### src/design/iss_defines.svh
`ifndef ISS_DEFINES_SVH
`define ISS_DEFINES_SVH

// widths
`define ISS_AXI_AW          6
`define ISS_TERM_N          8
`define ISS_SPEED_W         16
`define ISS_CMD_W           17
`define ISS_ALLOC_W         12

// register byte offsets
`define ISS_OFS_METHOD      6'h00
`define ISS_OFS_ALLOC_MODE  6'h04
`define ISS_OFS_ALLOC       6'h08
`define ISS_OFS_MOTOR       6'h0c
`define ISS_OFS_MAX_SPEED   6'h10
`define ISS_OFS_ROT1        6'h14
`define ISS_OFS_ROT2        6'h18
`define ISS_OFS_ROT3        6'h1c
`define ISS_OFS_LIN1        6'h20
`define ISS_OFS_LIN2        6'h24
`define ISS_OFS_LIN3        6'h28
`define ISS_OFS_STATUS      6'h2c
`define ISS_OFS_RESTART     6'h30
`define ISS_OFS_SPEED       6'h34

// field positions
`define ISS_METHOD_LSB      4
`define ISS_ALLOC_DIR_LSB   0
`define ISS_ALLOC_A_LSB     4
`define ISS_ALLOC_B_LSB     8
`define ISS_MOTOR_LIN_BIT   0
`define ISS_MOTOR_DD_BIT    1
`define ISS_RESTART_BIT     0

// values and reset values
`define ISS_METHOD_INTERNAL 4'h3
`define ISS_METHOD_RST      4'h0
`define ISS_ALLOC_MODE_RST  1'h0
`define ISS_ALLOC_RST       12'h888
`define ISS_MAX_SPEED_RST   17'h0ea60
`define ISS_PRESET_MAX      16'h2710
`define ISS_ROT1_RST        16'h0064
`define ISS_ROT2_RST        16'h00c8
`define ISS_ROT3_RST        16'h012c
`define ISS_LIN1_RST        16'h000a
`define ISS_LIN2_RST        16'h0014
`define ISS_LIN3_RST        16'h001e
`define ISS_DEF_DIR_TERM    3'h3
`define ISS_DEF_A_TERM      3'h5
`define ISS_DEF_B_TERM      3'h6
`define ISS_TERM_IDLE       8'hff
`define ISS_RESP_OKAY       2'h0
`define ISS_RESP_SLVERR     2'h2

`endif

### src/design/iss_pkg.sv
`include "iss_defines.svh"

package iss_pkg;

   typedef enum logic [1:0] {
      SEL_STOP,
      SEL_ONE,
      SEL_TWO,
      SEL_THREE
   } preset_sel_t;

   typedef struct packed {
      logic [`ISS_TERM_N-1:0] meta;
      logic [`ISS_TERM_N-1:0] sync;
   } sync_state_t;

   typedef struct packed {
      logic                                aw_got;
      logic [`ISS_AXI_AW-1:0]              aw_addr;
      logic                                w_got;
      logic [31:0]                         w_data;
      logic [3:0]                          w_strb;
      logic                                awready;
      logic                                wready;
      logic                                bvalid;
      logic [1:0]                          bresp;
      logic                                arready;
      logic                                rvalid;
      logic [31:0]                         rdata;
      logic [1:0]                          rresp;
      logic [3:0]                          method_pend;
      logic [3:0]                          method_act;
      logic                                alloc_mode;
      logic [`ISS_ALLOC_W-1:0]             alloc;
      logic                                linear;
      logic                                direct_drive;
      logic [`ISS_CMD_W-1:0]               max_speed;
      logic [2:0][`ISS_SPEED_W-1:0]        rot_preset;
      logic [2:0][`ISS_SPEED_W-1:0]        lin_preset;
      logic                                mode_active;
      preset_sel_t                         sel;
      logic                                reverse;
      logic                                clamped;
      logic                                stop;
      logic [`ISS_CMD_W-1:0]               speed_cmd;
   } iss_state_t;

endpackage

### src/design/internal_set_speed_selector.sv
// The implementer's own choices: register access over AXI4-Lite and the address map.
`include "iss_defines.svh"

module internal_set_speed_selector (
   input  wire logic                    core_clk,
   input  wire logic                    srst,
   // input terminals, low means on
   input  wire logic [`ISS_TERM_N-1:0]  input_terminal_n,
   // axi4-lite slave
   input  wire logic [`ISS_AXI_AW-1:0]  s_axi_awaddr,
   input  wire logic                    s_axi_awvalid,
   output logic                         s_axi_awready,
   input  wire logic [31:0]             s_axi_wdata,
   input  wire logic [3:0]              s_axi_wstrb,
   input  wire logic                    s_axi_wvalid,
   output logic                         s_axi_wready,
   output logic [1:0]                   s_axi_bresp,
   output logic                         s_axi_bvalid,
   input  wire logic                    s_axi_bready,
   input  wire logic [`ISS_AXI_AW-1:0]  s_axi_araddr,
   input  wire logic                    s_axi_arvalid,
   output logic                         s_axi_arready,
   output logic [31:0]                  s_axi_rdata,
   output logic [1:0]                   s_axi_rresp,
   output logic                         s_axi_rvalid,
   input  wire logic                    s_axi_rready,
   // speed reference
   output logic                         mode_active,
   output logic [`ISS_CMD_W-1:0]        speed_cmd,
   output logic                         speed_reverse,
   output logic                         motor_stop,
   output logic [1:0]                   preset_index,
   output logic                         speed_clamped
);

   iss_pkg::iss_state_t     q;
   iss_pkg::iss_state_t     d;
   logic [`ISS_TERM_N-1:0]  term_n_sync;

   term_sync u_term_sync (
      .core_clk  (core_clk),
      .srst      (srst),
      .term_raw  (input_terminal_n),
      .term_sync (term_n_sync)
   );

   // byte-lane merge of a write into a stored word
   function automatic logic [31:0] merge(
      input logic [31:0] old_v,
      input logic [31:0] new_v,
      input logic [3:0]  strb
   );
      logic [31:0] r;
      r = old_v;
      for (int i = 0; i < 4; i++) begin
         if (strb[i]) begin
            r[i*8 +: 8] = new_v[i*8 +: 8];
         end
      end
      return r;
   endfunction

   // presets above the setting range are held at its top
   function automatic logic [`ISS_SPEED_W-1:0] limit_preset(
      input logic [31:0] v
   );
      logic [`ISS_SPEED_W-1:0] r;
      if (v > {16'h0000, `ISS_PRESET_MAX}) begin
         r = `ISS_PRESET_MAX;
      end else begin
         r = v[`ISS_SPEED_W-1:0];
      end
      return r;
   endfunction

   // field 0..7 names a terminal, any other value leaves the signal off
   function automatic logic pick_term(
      input logic [`ISS_TERM_N-1:0] on_vec,
      input logic [3:0]             field
   );
      logic r;
      r = 1'b0;
      if (!field[3]) begin
         r = on_vec[field[2:0]];
      end
      return r;
   endfunction

   logic [`ISS_TERM_N-1:0]  term_on;
   logic                    dir_on;
   logic                    sel_a_on;
   logic                    sel_b_on;
   logic [31:0]             rd_word;
   logic                    rd_ok;
   logic [31:0]             wr_old;
   logic                    wr_ok;
   logic [31:0]             wr_val;
   logic [`ISS_SPEED_W-1:0] preset_raw;
   logic [`ISS_CMD_W-1:0]   preset_scaled;
   iss_pkg::preset_sel_t    sel_nx;

   assign term_on = ~term_n_sync;

   // input allocation
   always_comb begin
      if (!q.alloc_mode) begin
         dir_on   = term_on[`ISS_DEF_DIR_TERM];
         sel_a_on = term_on[`ISS_DEF_A_TERM];
         sel_b_on = term_on[`ISS_DEF_B_TERM];
      end else begin
         dir_on   = pick_term(term_on, q.alloc[`ISS_ALLOC_DIR_LSB +: 4]);
         sel_a_on = pick_term(term_on, q.alloc[`ISS_ALLOC_A_LSB +: 4]);
         sel_b_on = pick_term(term_on, q.alloc[`ISS_ALLOC_B_LSB +: 4]);
      end
      // next preset choice, kept apart from the state copy to avoid a loop through it
      if (!sel_a_on && sel_b_on) begin
         sel_nx = iss_pkg::SEL_ONE;
      end else if (sel_a_on && sel_b_on) begin
         sel_nx = iss_pkg::SEL_TWO;
      end else if (sel_a_on && !sel_b_on) begin
         sel_nx = iss_pkg::SEL_THREE;
      end else begin
         sel_nx = iss_pkg::SEL_STOP;
      end
   end

   // register read view
   always_comb begin
      rd_word = 32'h0000_0000;
      rd_ok   = 1'b1;
      if (s_axi_araddr == `ISS_OFS_METHOD) begin
         rd_word[`ISS_METHOD_LSB +: 4] = q.method_pend;
      end else if (s_axi_araddr == `ISS_OFS_ALLOC_MODE) begin
         rd_word[0] = q.alloc_mode;
      end else if (s_axi_araddr == `ISS_OFS_ALLOC) begin
         rd_word[`ISS_ALLOC_W-1:0] = q.alloc;
      end else if (s_axi_araddr == `ISS_OFS_MOTOR) begin
         rd_word[`ISS_MOTOR_LIN_BIT] = q.linear;
         rd_word[`ISS_MOTOR_DD_BIT]  = q.direct_drive;
      end else if (s_axi_araddr == `ISS_OFS_MAX_SPEED) begin
         rd_word[`ISS_CMD_W-1:0] = q.max_speed;
      end else if (s_axi_araddr == `ISS_OFS_ROT1) begin
         rd_word[`ISS_SPEED_W-1:0] = q.rot_preset[0];
      end else if (s_axi_araddr == `ISS_OFS_ROT2) begin
         rd_word[`ISS_SPEED_W-1:0] = q.rot_preset[1];
      end else if (s_axi_araddr == `ISS_OFS_ROT3) begin
         rd_word[`ISS_SPEED_W-1:0] = q.rot_preset[2];
      end else if (s_axi_araddr == `ISS_OFS_LIN1) begin
         rd_word[`ISS_SPEED_W-1:0] = q.lin_preset[0];
      end else if (s_axi_araddr == `ISS_OFS_LIN2) begin
         rd_word[`ISS_SPEED_W-1:0] = q.lin_preset[1];
      end else if (s_axi_araddr == `ISS_OFS_LIN3) begin
         rd_word[`ISS_SPEED_W-1:0] = q.lin_preset[2];
      end else if (s_axi_araddr == `ISS_OFS_STATUS) begin
         rd_word[3:0] = q.method_act;
         rd_word[4]   = q.mode_active;
         rd_word[6:5] = q.sel;
         rd_word[7]   = q.reverse;
         rd_word[8]   = q.clamped;
         rd_word[9]   = q.stop;
      end else if (s_axi_araddr == `ISS_OFS_RESTART) begin
         rd_word = 32'h0000_0000;
      end else if (s_axi_araddr == `ISS_OFS_SPEED) begin
         rd_word[`ISS_CMD_W-1:0] = q.speed_cmd;
      end else begin
         rd_ok = 1'b0;
      end
   end

   // stored word behind the write address
   always_comb begin
      wr_old = 32'h0000_0000;
      wr_ok  = 1'b1;
      if (q.aw_addr == `ISS_OFS_METHOD) begin
         wr_old[`ISS_METHOD_LSB +: 4] = q.method_pend;
      end else if (q.aw_addr == `ISS_OFS_ALLOC_MODE) begin
         wr_old[0] = q.alloc_mode;
      end else if (q.aw_addr == `ISS_OFS_ALLOC) begin
         wr_old[`ISS_ALLOC_W-1:0] = q.alloc;
      end else if (q.aw_addr == `ISS_OFS_MOTOR) begin
         wr_old[`ISS_MOTOR_LIN_BIT] = q.linear;
         wr_old[`ISS_MOTOR_DD_BIT]  = q.direct_drive;
      end else if (q.aw_addr == `ISS_OFS_MAX_SPEED) begin
         wr_old[`ISS_CMD_W-1:0] = q.max_speed;
      end else if (q.aw_addr == `ISS_OFS_ROT1) begin
         wr_old[`ISS_SPEED_W-1:0] = q.rot_preset[0];
      end else if (q.aw_addr == `ISS_OFS_ROT2) begin
         wr_old[`ISS_SPEED_W-1:0] = q.rot_preset[1];
      end else if (q.aw_addr == `ISS_OFS_ROT3) begin
         wr_old[`ISS_SPEED_W-1:0] = q.rot_preset[2];
      end else if (q.aw_addr == `ISS_OFS_LIN1) begin
         wr_old[`ISS_SPEED_W-1:0] = q.lin_preset[0];
      end else if (q.aw_addr == `ISS_OFS_LIN2) begin
         wr_old[`ISS_SPEED_W-1:0] = q.lin_preset[1];
      end else if (q.aw_addr == `ISS_OFS_LIN3) begin
         wr_old[`ISS_SPEED_W-1:0] = q.lin_preset[2];
      end else if (q.aw_addr == `ISS_OFS_RESTART || q.aw_addr == `ISS_OFS_STATUS
                   || q.aw_addr == `ISS_OFS_SPEED) begin
         wr_old = 32'h0000_0000;
      end else begin
         wr_ok = 1'b0;
      end
   end

   assign wr_val = merge(wr_old, q.w_data, q.w_strb);

   // preset choice by motor type
   always_comb begin
      preset_raw = '0;
      case (sel_nx)
         iss_pkg::SEL_ONE: begin
            preset_raw = q.linear ? q.lin_preset[0] : q.rot_preset[0];
         end
         iss_pkg::SEL_TWO: begin
            preset_raw = q.linear ? q.lin_preset[1] : q.rot_preset[1];
         end
         iss_pkg::SEL_THREE: begin
            preset_raw = q.linear ? q.lin_preset[2] : q.rot_preset[2];
         end
         default: begin
            preset_raw = '0;
         end
      endcase
      // command in 0.1 rpm for rotary motors except direct drive, which passes the preset unscaled; mm/s for linear
      if (q.linear || q.direct_drive) begin
         preset_scaled = {1'b0, preset_raw};
      end else begin
         preset_scaled = ({1'b0, preset_raw} << 3) + ({1'b0, preset_raw} << 1);
      end
   end

   always_comb begin
      d = q;

      // write address and data, taken in either order
      if (s_axi_awvalid && q.awready) begin
         d.aw_got  = 1'b1;
         d.aw_addr = s_axi_awaddr;
      end
      if (s_axi_wvalid && q.wready) begin
         d.w_got  = 1'b1;
         d.w_data = s_axi_wdata;
         d.w_strb = s_axi_wstrb;
      end
      if (q.bvalid && s_axi_bready) begin
         d.bvalid = 1'b0;
      end

      if (q.aw_got && q.w_got && !q.bvalid) begin
         d.aw_got = 1'b0;
         d.w_got  = 1'b0;
         d.bvalid = 1'b1;
         d.bresp  = wr_ok ? `ISS_RESP_OKAY : `ISS_RESP_SLVERR;
         if (q.aw_addr == `ISS_OFS_METHOD) begin
            d.method_pend = wr_val[`ISS_METHOD_LSB +: 4];
         end else if (q.aw_addr == `ISS_OFS_ALLOC_MODE) begin
            d.alloc_mode = wr_val[0];
         end else if (q.aw_addr == `ISS_OFS_ALLOC) begin
            d.alloc = wr_val[`ISS_ALLOC_W-1:0];
         end else if (q.aw_addr == `ISS_OFS_MOTOR) begin
            d.linear       = wr_val[`ISS_MOTOR_LIN_BIT];
            d.direct_drive = wr_val[`ISS_MOTOR_DD_BIT];
         end else if (q.aw_addr == `ISS_OFS_MAX_SPEED) begin
            d.max_speed = wr_val[`ISS_CMD_W-1:0];
         end else if (q.aw_addr == `ISS_OFS_ROT1) begin
            d.rot_preset[0] = limit_preset(wr_val);
         end else if (q.aw_addr == `ISS_OFS_ROT2) begin
            d.rot_preset[1] = limit_preset(wr_val);
         end else if (q.aw_addr == `ISS_OFS_ROT3) begin
            d.rot_preset[2] = limit_preset(wr_val);
         end else if (q.aw_addr == `ISS_OFS_LIN1) begin
            d.lin_preset[0] = limit_preset(wr_val);
         end else if (q.aw_addr == `ISS_OFS_LIN2) begin
            d.lin_preset[1] = limit_preset(wr_val);
         end else if (q.aw_addr == `ISS_OFS_LIN3) begin
            d.lin_preset[2] = limit_preset(wr_val);
         end else if (q.aw_addr == `ISS_OFS_RESTART) begin
            if (wr_val[`ISS_RESTART_BIT]) begin
               d.method_act = q.method_pend;
            end
         end
      end
      d.awready = !d.aw_got && !d.bvalid;
      d.wready  = !d.w_got && !d.bvalid;

      // read channel
      if (q.rvalid && s_axi_rready) begin
         d.rvalid = 1'b0;
      end
      if (s_axi_arvalid && q.arready) begin
         d.rvalid = 1'b1;
         d.rdata  = rd_word;
         d.rresp  = rd_ok ? `ISS_RESP_OKAY : `ISS_RESP_SLVERR;
      end
      d.arready = !d.rvalid;

      // speed decode
      d.mode_active = (q.method_act == `ISS_METHOD_INTERNAL);
      d.reverse     = dir_on;
      d.sel         = sel_nx;
      if (!d.mode_active || d.sel == iss_pkg::SEL_STOP) begin
         d.speed_cmd = '0;
         d.stop      = 1'b1;
         d.clamped   = 1'b0;
      end else if (preset_scaled > q.max_speed) begin
         d.speed_cmd = q.max_speed;
         d.stop      = 1'b0;
         d.clamped   = 1'b1;
      end else begin
         d.speed_cmd = preset_scaled;
         d.stop      = 1'b0;
         d.clamped   = 1'b0;
      end
   end

   always_ff @(posedge core_clk) begin
      if (srst) begin
         q              <= '0;
         q.sel          <= iss_pkg::SEL_STOP;
         q.stop         <= 1'b1;
         q.method_pend  <= `ISS_METHOD_RST;
         q.method_act   <= `ISS_METHOD_RST;
         q.alloc_mode   <= `ISS_ALLOC_MODE_RST;
         q.alloc        <= `ISS_ALLOC_RST;
         q.max_speed    <= `ISS_MAX_SPEED_RST;
         q.rot_preset[0] <= `ISS_ROT1_RST;
         q.rot_preset[1] <= `ISS_ROT2_RST;
         q.rot_preset[2] <= `ISS_ROT3_RST;
         q.lin_preset[0] <= `ISS_LIN1_RST;
         q.lin_preset[1] <= `ISS_LIN2_RST;
         q.lin_preset[2] <= `ISS_LIN3_RST;
      end else begin
         q <= d;
      end
   end

   assign s_axi_awready = q.awready;
   assign s_axi_wready  = q.wready;
   assign s_axi_bvalid  = q.bvalid;
   assign s_axi_bresp   = q.bresp;
   assign s_axi_arready = q.arready;
   assign s_axi_rvalid  = q.rvalid;
   assign s_axi_rdata   = q.rdata;
   assign s_axi_rresp   = q.rresp;
   assign mode_active   = q.mode_active;
   assign speed_cmd     = q.speed_cmd;
   assign speed_reverse = q.reverse;
   assign motor_stop    = q.stop;
   assign preset_index  = q.sel;
   assign speed_clamped = q.clamped;

endmodule

### src/design/term_sync.sv
`include "iss_defines.svh"

// two-stage synchroniser for the input terminals
module term_sync (
   input  wire logic                    core_clk,
   input  wire logic                    srst,
   input  wire logic [`ISS_TERM_N-1:0]  term_raw,
   output logic      [`ISS_TERM_N-1:0]  term_sync
);

   iss_pkg::sync_state_t q;
   iss_pkg::sync_state_t d;

   always_comb begin
      d      = q;
      d.meta = term_raw;
      d.sync = q.meta;
   end

   always_ff @(posedge core_clk) begin
      if (srst) begin
         q.meta <= `ISS_TERM_IDLE;
         q.sync <= `ISS_TERM_IDLE;
      end else begin
         q <= d;
      end
   end

   assign term_sync = q.sync;

endmodule

### config.mk
export PLATFORM = sky130hd
export DESIGN_NAME = internal_set_speed_selector
export DESIGN_NICKNAME = d
export VERILOG_FILES = /design/src/design/iss_pkg.sv /design/src/design/internal_set_speed_selector.sv /design/src/design/term_sync.sv
export VERILOG_INCLUDE_DIRS = /design/src /design/src/design
export SDC_FILE = /design/constraint.sdc
export NUM_CORES = 1
export LEC_CHECK = 0
export ABC_AREA = 1
export BUFFER_PORTS_ARGS = -buffer_cell sky130_fd_sc_hd__buf_4
export CAP_MARGIN = 25
export CORE_MARGIN = 4
export CORE_UTILIZATION = 50
export DETAILED_ROUTE_END_ITERATION = 16
export PLACE_DENSITY = 0.69
export SYNTH_ARGS = -nofsm -noshare
export SYNTH_HDL_FRONTEND = slang
export SYNTH_SLANG_ARGS = --single-unit
### constraint.sdc
create_clock -name core_clk -period 13.6 [get_ports core_clk]
set_input_delay 3.4 -clock core_clk [delete_from_list [all_inputs] [get_ports core_clk]]
set_output_delay 3.4 -clock core_clk [all_outputs]
set_load 0.01 [all_outputs]
==> out/qor.log <==
qor: cts.tritoncts_buffers 27
qor: global_route.grt_util_met3 0.06338
qor: cts.number_of_hold_buffers_added_after_cts 0
qor: cells_and_area.final_cell_count_no_fill 2609
qor: timing.totalNegativeSetupSlack 0 ns
qor: global_route.use_met1 0.4857
qor: timing.timing_worst_slew_pin_value 1.079 ns
qor: timing.layout_worst_path_cycle_share 0.5077
qor: cells_and_area.area_growth_syn_to_layout 11.97%
qor: detailed_routing.finalWirelength 58960 microns
qor: placed_design.place.gp.congestion 1.028
qor: cells_and_area.n_antenna_cell 0
qor: cts.cts_tree built
qor: hold_path.number_of_cells_traversed_by_the_worst_hold_path 1
qor: logic_synthesis.netlist_top_cells_count nand2_1, inv_1, dfxtp_1
qor: detailed_routing.drc 0
qor: setup_path.timing.reg2reg.worst_path_depth 37
qor: logic_synthesis.postSynth.asyncResetShare 0
qor: setup_path.critical_path_arrival 7.34 ns
qor: logic_synthesis.yosys_register_bits 243
qor: setup_path.timing.rr.start q[142]
qor: timing.relSlewSlack 0.2799
qor: setup_path.crit_fanout 11
qor: placed_design.io_buffer_count 109
qor: timing.timing.final.hold_violations 0
qor: cts.cts.sink_count 243
qor: logic_synthesis.synthCells 2191
qor: setup_path.worst-endpoint-required 14.03 ns
qor: setup_path.regToRegEndpoint speed_cmd[16]
qor: cts.clkSlewWorstSetupHoldPaths 0.06 ns
qor: hold_path.worst_hold_path.endpoint u_term_sync.term_sync[1]
qor: run.drv_cap 0
qor: timing.finalWorstPathRequiredPeriod 6.905 ns
qor: detailed_routing.routedWlPerCell 22.60 microns
qor: timing.final-setup-viol-count 0
qor: cts.htree_levels 1
qor: cts.cts_resized 0
qor: setup_path.max_stage_delay 0.48 ns
qor: detailed_routing.vias 15480
qor: cells_and_area.nNetsFinal 2305
qor: logic_synthesis.yosys_most_used_dff dfxtp_1
qor: global_route.grt_pass1_vias 14450
qor: pwr.total_leakage_power 0.007408 uW
qor: timing.rsz0062_at_grt no
qor: detailed_routing.drt_iter0_drc 1987
qor: hold_path.hold_path.class register to register
qor: die.placeableCoreArea 27860 sq um
qor: detailed_routing.antenna_left 0
qor: cells_and_area.drive_gt1_frac 0.1022
qor: timing.drv_slew 0
qor: setup_path.critical_path.most_common_cell nand2_1
qor: cts.cts-root-to-sink-buffers 3
qor: die.fp.dieH 176.2 microns
qor: pwr.power.density 110.6 nW/um^2
qor: setup_path.timing.setup.critical_path_class register to register
qor: timing.clock_skew 0.01820 ns
qor: detailed_routing.vias_per_cell 5.931
qor: cts.clock_tree.root_cell clkbuf_16
qor: die.die-width 176.2 microns
qor: die.floorplan.io_pins 127
qor: logic_synthesis.largest_cells_by_area_after_synthesis dfxtp_1, nand2_1, a21oi_1
qor: status.status completed
qor: logic_synthesis.synth_largest_area_cell dfxtp_1
qor: global_route.grt_util_met2 0.5778
qor: global_route.grt_first_pass_wirelength 88170 microns
qor: cts.clk-insertion-delay-late 0.57 ns
qor: die.row_count 61
qor: global_route.pin_count_of_the_biggest_net_entering_global_routing 72
qor: logic_synthesis.synth_enable_flop_cells 0
qor: global_route.layer_carrying_the_most_global_route_usage met2
qor: cells_and_area.number_of_filler_cells_placed_in_the_layout 2854
qor: logic_synthesis.syn_area_per_cell 6.456 sq um
qor: timing.timing.fmax 144.8 MHz
qor: hold_path.worstHoldStart u_term_sync.d[1]
qor: global_route.antenna_violations_before_repair 0
qor: logic_synthesis.synth_most_common_cell nand2_1
qor: global_route.globalRoute.totalOverflow 0
qor: pwr.worst_ir_drop_vdd 0.1105 mV
qor: die.floorplan.die_area 31050 sq um
qor: logic_synthesis.yosys.cell_types.count 48
qor: logic_synthesis.yosysSeqAreaShare 0.3439
qor: cts.postCtsSetupRepairBufs 0
qor: setup_path.worstSetupStartpointType register
qor: global_route.grt_util_all_layers 0.3696
qor: setup_path.critical_path.endpoint_type register
qor: setup_path.timing.critical_path.slowest_stage_cell ha_1
qor: detailed_routing.dr.pass1.iters 6
qor: logic_synthesis.number_of_warnings_printed_during_yosys_synthesis 0
qor: die.initial_core_util 0.5078
qor: setup_path.r2r_slack 6.69 ns
qor: logic_synthesis.synth.cell_area 14150 sq um
qor: placed_design.place.detailed.instances 2559
qor: logic_synthesis.synth_top_area_frac 0.3439
qor: placed_design.dp.final_hpwl 44160 microns
## logic make-up (layout without fill, tap and decap cells)
group	count (synthesis)	after routing	synth area share
AOI/OAI and AO/OA	595	595	0.2328
xor gates and xnor gates	3	3	0.001858
adders and majority gates	32	32	0.02883
buffers and inverters	449	473	0.1366
DFF	243	243	0.3439
other	1	17	0.0002651
and+or+nand+nor	868	868	0.2558
## routing by layer
layer | up-vias | share of wire
li1 | 7168 | -
met1 | 7055 | 0.40
met2 | 995 | 0.44
met3 | 257 | 0.10
met4 | 0 | 0.066
met5 | - | 0
## power by group
| part | leakage [uW] | internal, uW | switching [uW] |
|---|---|---|---|
| Combinational | 0.00495 | 56.3 | 150 |
| Sequential | 0.00197 | 727 | 11.1 |
| Clock | 0.000483 | 491 | 316 |
| Total | 0.00741 | 1270 | 477 |
## area by class of cell
| class | count | area [sq um] | area share |
|---|---|---|---|
| Sequential cell | 243 | 4866 | 0.3072 |
| Inverter | 294 | 1104 | 0.06967 |
| Tap cell | 378 | 473.0 | 0.02986 |
| Clock buffer | 39 | 810.8 | 0.05119 |
| Timing Repair Buffer | 129 | 991.0 | 0.06256 |
| Multi-Input combinational cell | 1515 | 7420 | 0.4684 |
| Clock inverter | 11 | 175.2 | 0.01106 |
## critical path: cells and delay by family (launching register included)
family | cells | cell delay [ns]
compound gates | 12 | 2.05
simple gates | 16 | 2.01
buf+inv | 6 | 1.32
fa+ha+maj | 3 | 1.01
flops | 1 | 0.39
## registers in the layout (all words and copies together), names as in the netlist
register	flops
speed_reverse	1
s_axi_wready	1
preset_index	2
s_axi_rdata	17
s_axi_arready	1
s_axi_awready	1
motor_stop	1
q	180
s_axi_bvalid	1
u_term_sync.term_sync	8
s_axi_rvalid	1
speed_cmd	17
s_axi_rresp	1
speed_clamped	1
u_term_sync.d	8
mode_active	1
s_axi_bresp	1
## cell usage in the layout (no fill, tap or decap), types with 16 or more instances in the layout
master / Yosys / routed
inv_1: 277 / 277
nand3_1: 129 / 129
buf_4: 56 / 125
nor3_1: 24 / 24
o21ai_0: 233 / 233
o21ai_1: 16 / 16
o221ai_1: 16 / 16
clkbuf_16: 0 / 27
or2_2: 18 / 18
conb_1: 1 / 17
dfxtp_1: 243 / 242
nor2_1: 196 / 193
nand2_1: 463 / 462
ha_1: 31 / 31
a21oi_1: 234 / 234
o211ai_1: 31 / 31
## how the worst max path moves through the flow
stage	cells after the start	slack, ns	endpoint	from
floorplan	37	8.39	speed_cmd[16]	q[142]
global placement	16	6.71	s_axi_rdata[4]	s_axi_araddr[0]
detailed placement	16	6.94	s_axi_rdata[5]	s_axi_araddr[1]
CTS	37	6.93	speed_cmd[16]	q[142]
global route	37	6.23	speed_cmd[16]	q[142]
finish	37	6.69	speed_cmd[16]	q[142]
## through the flow
stage	power, uW	util	cell area [sq um]	hold WS (ns)	worst slack (ns)
4_1_cts	1750	0.5686	15840	0.4120	6.928
3_3_place_gp	952.8	0.5312	14800	0.3915	6.712
2_1_floorplan	885.4	-	14210	0.3895	8.391
6_report	1751	0.5686	15840	0.4087	6.695
5_1_grt	1804	0.5686	15840	0.4304	6.226
3_5_place_dp	954.4	0.5332	14850	0.3986	6.941
Power figures use the tool's default switching activity.
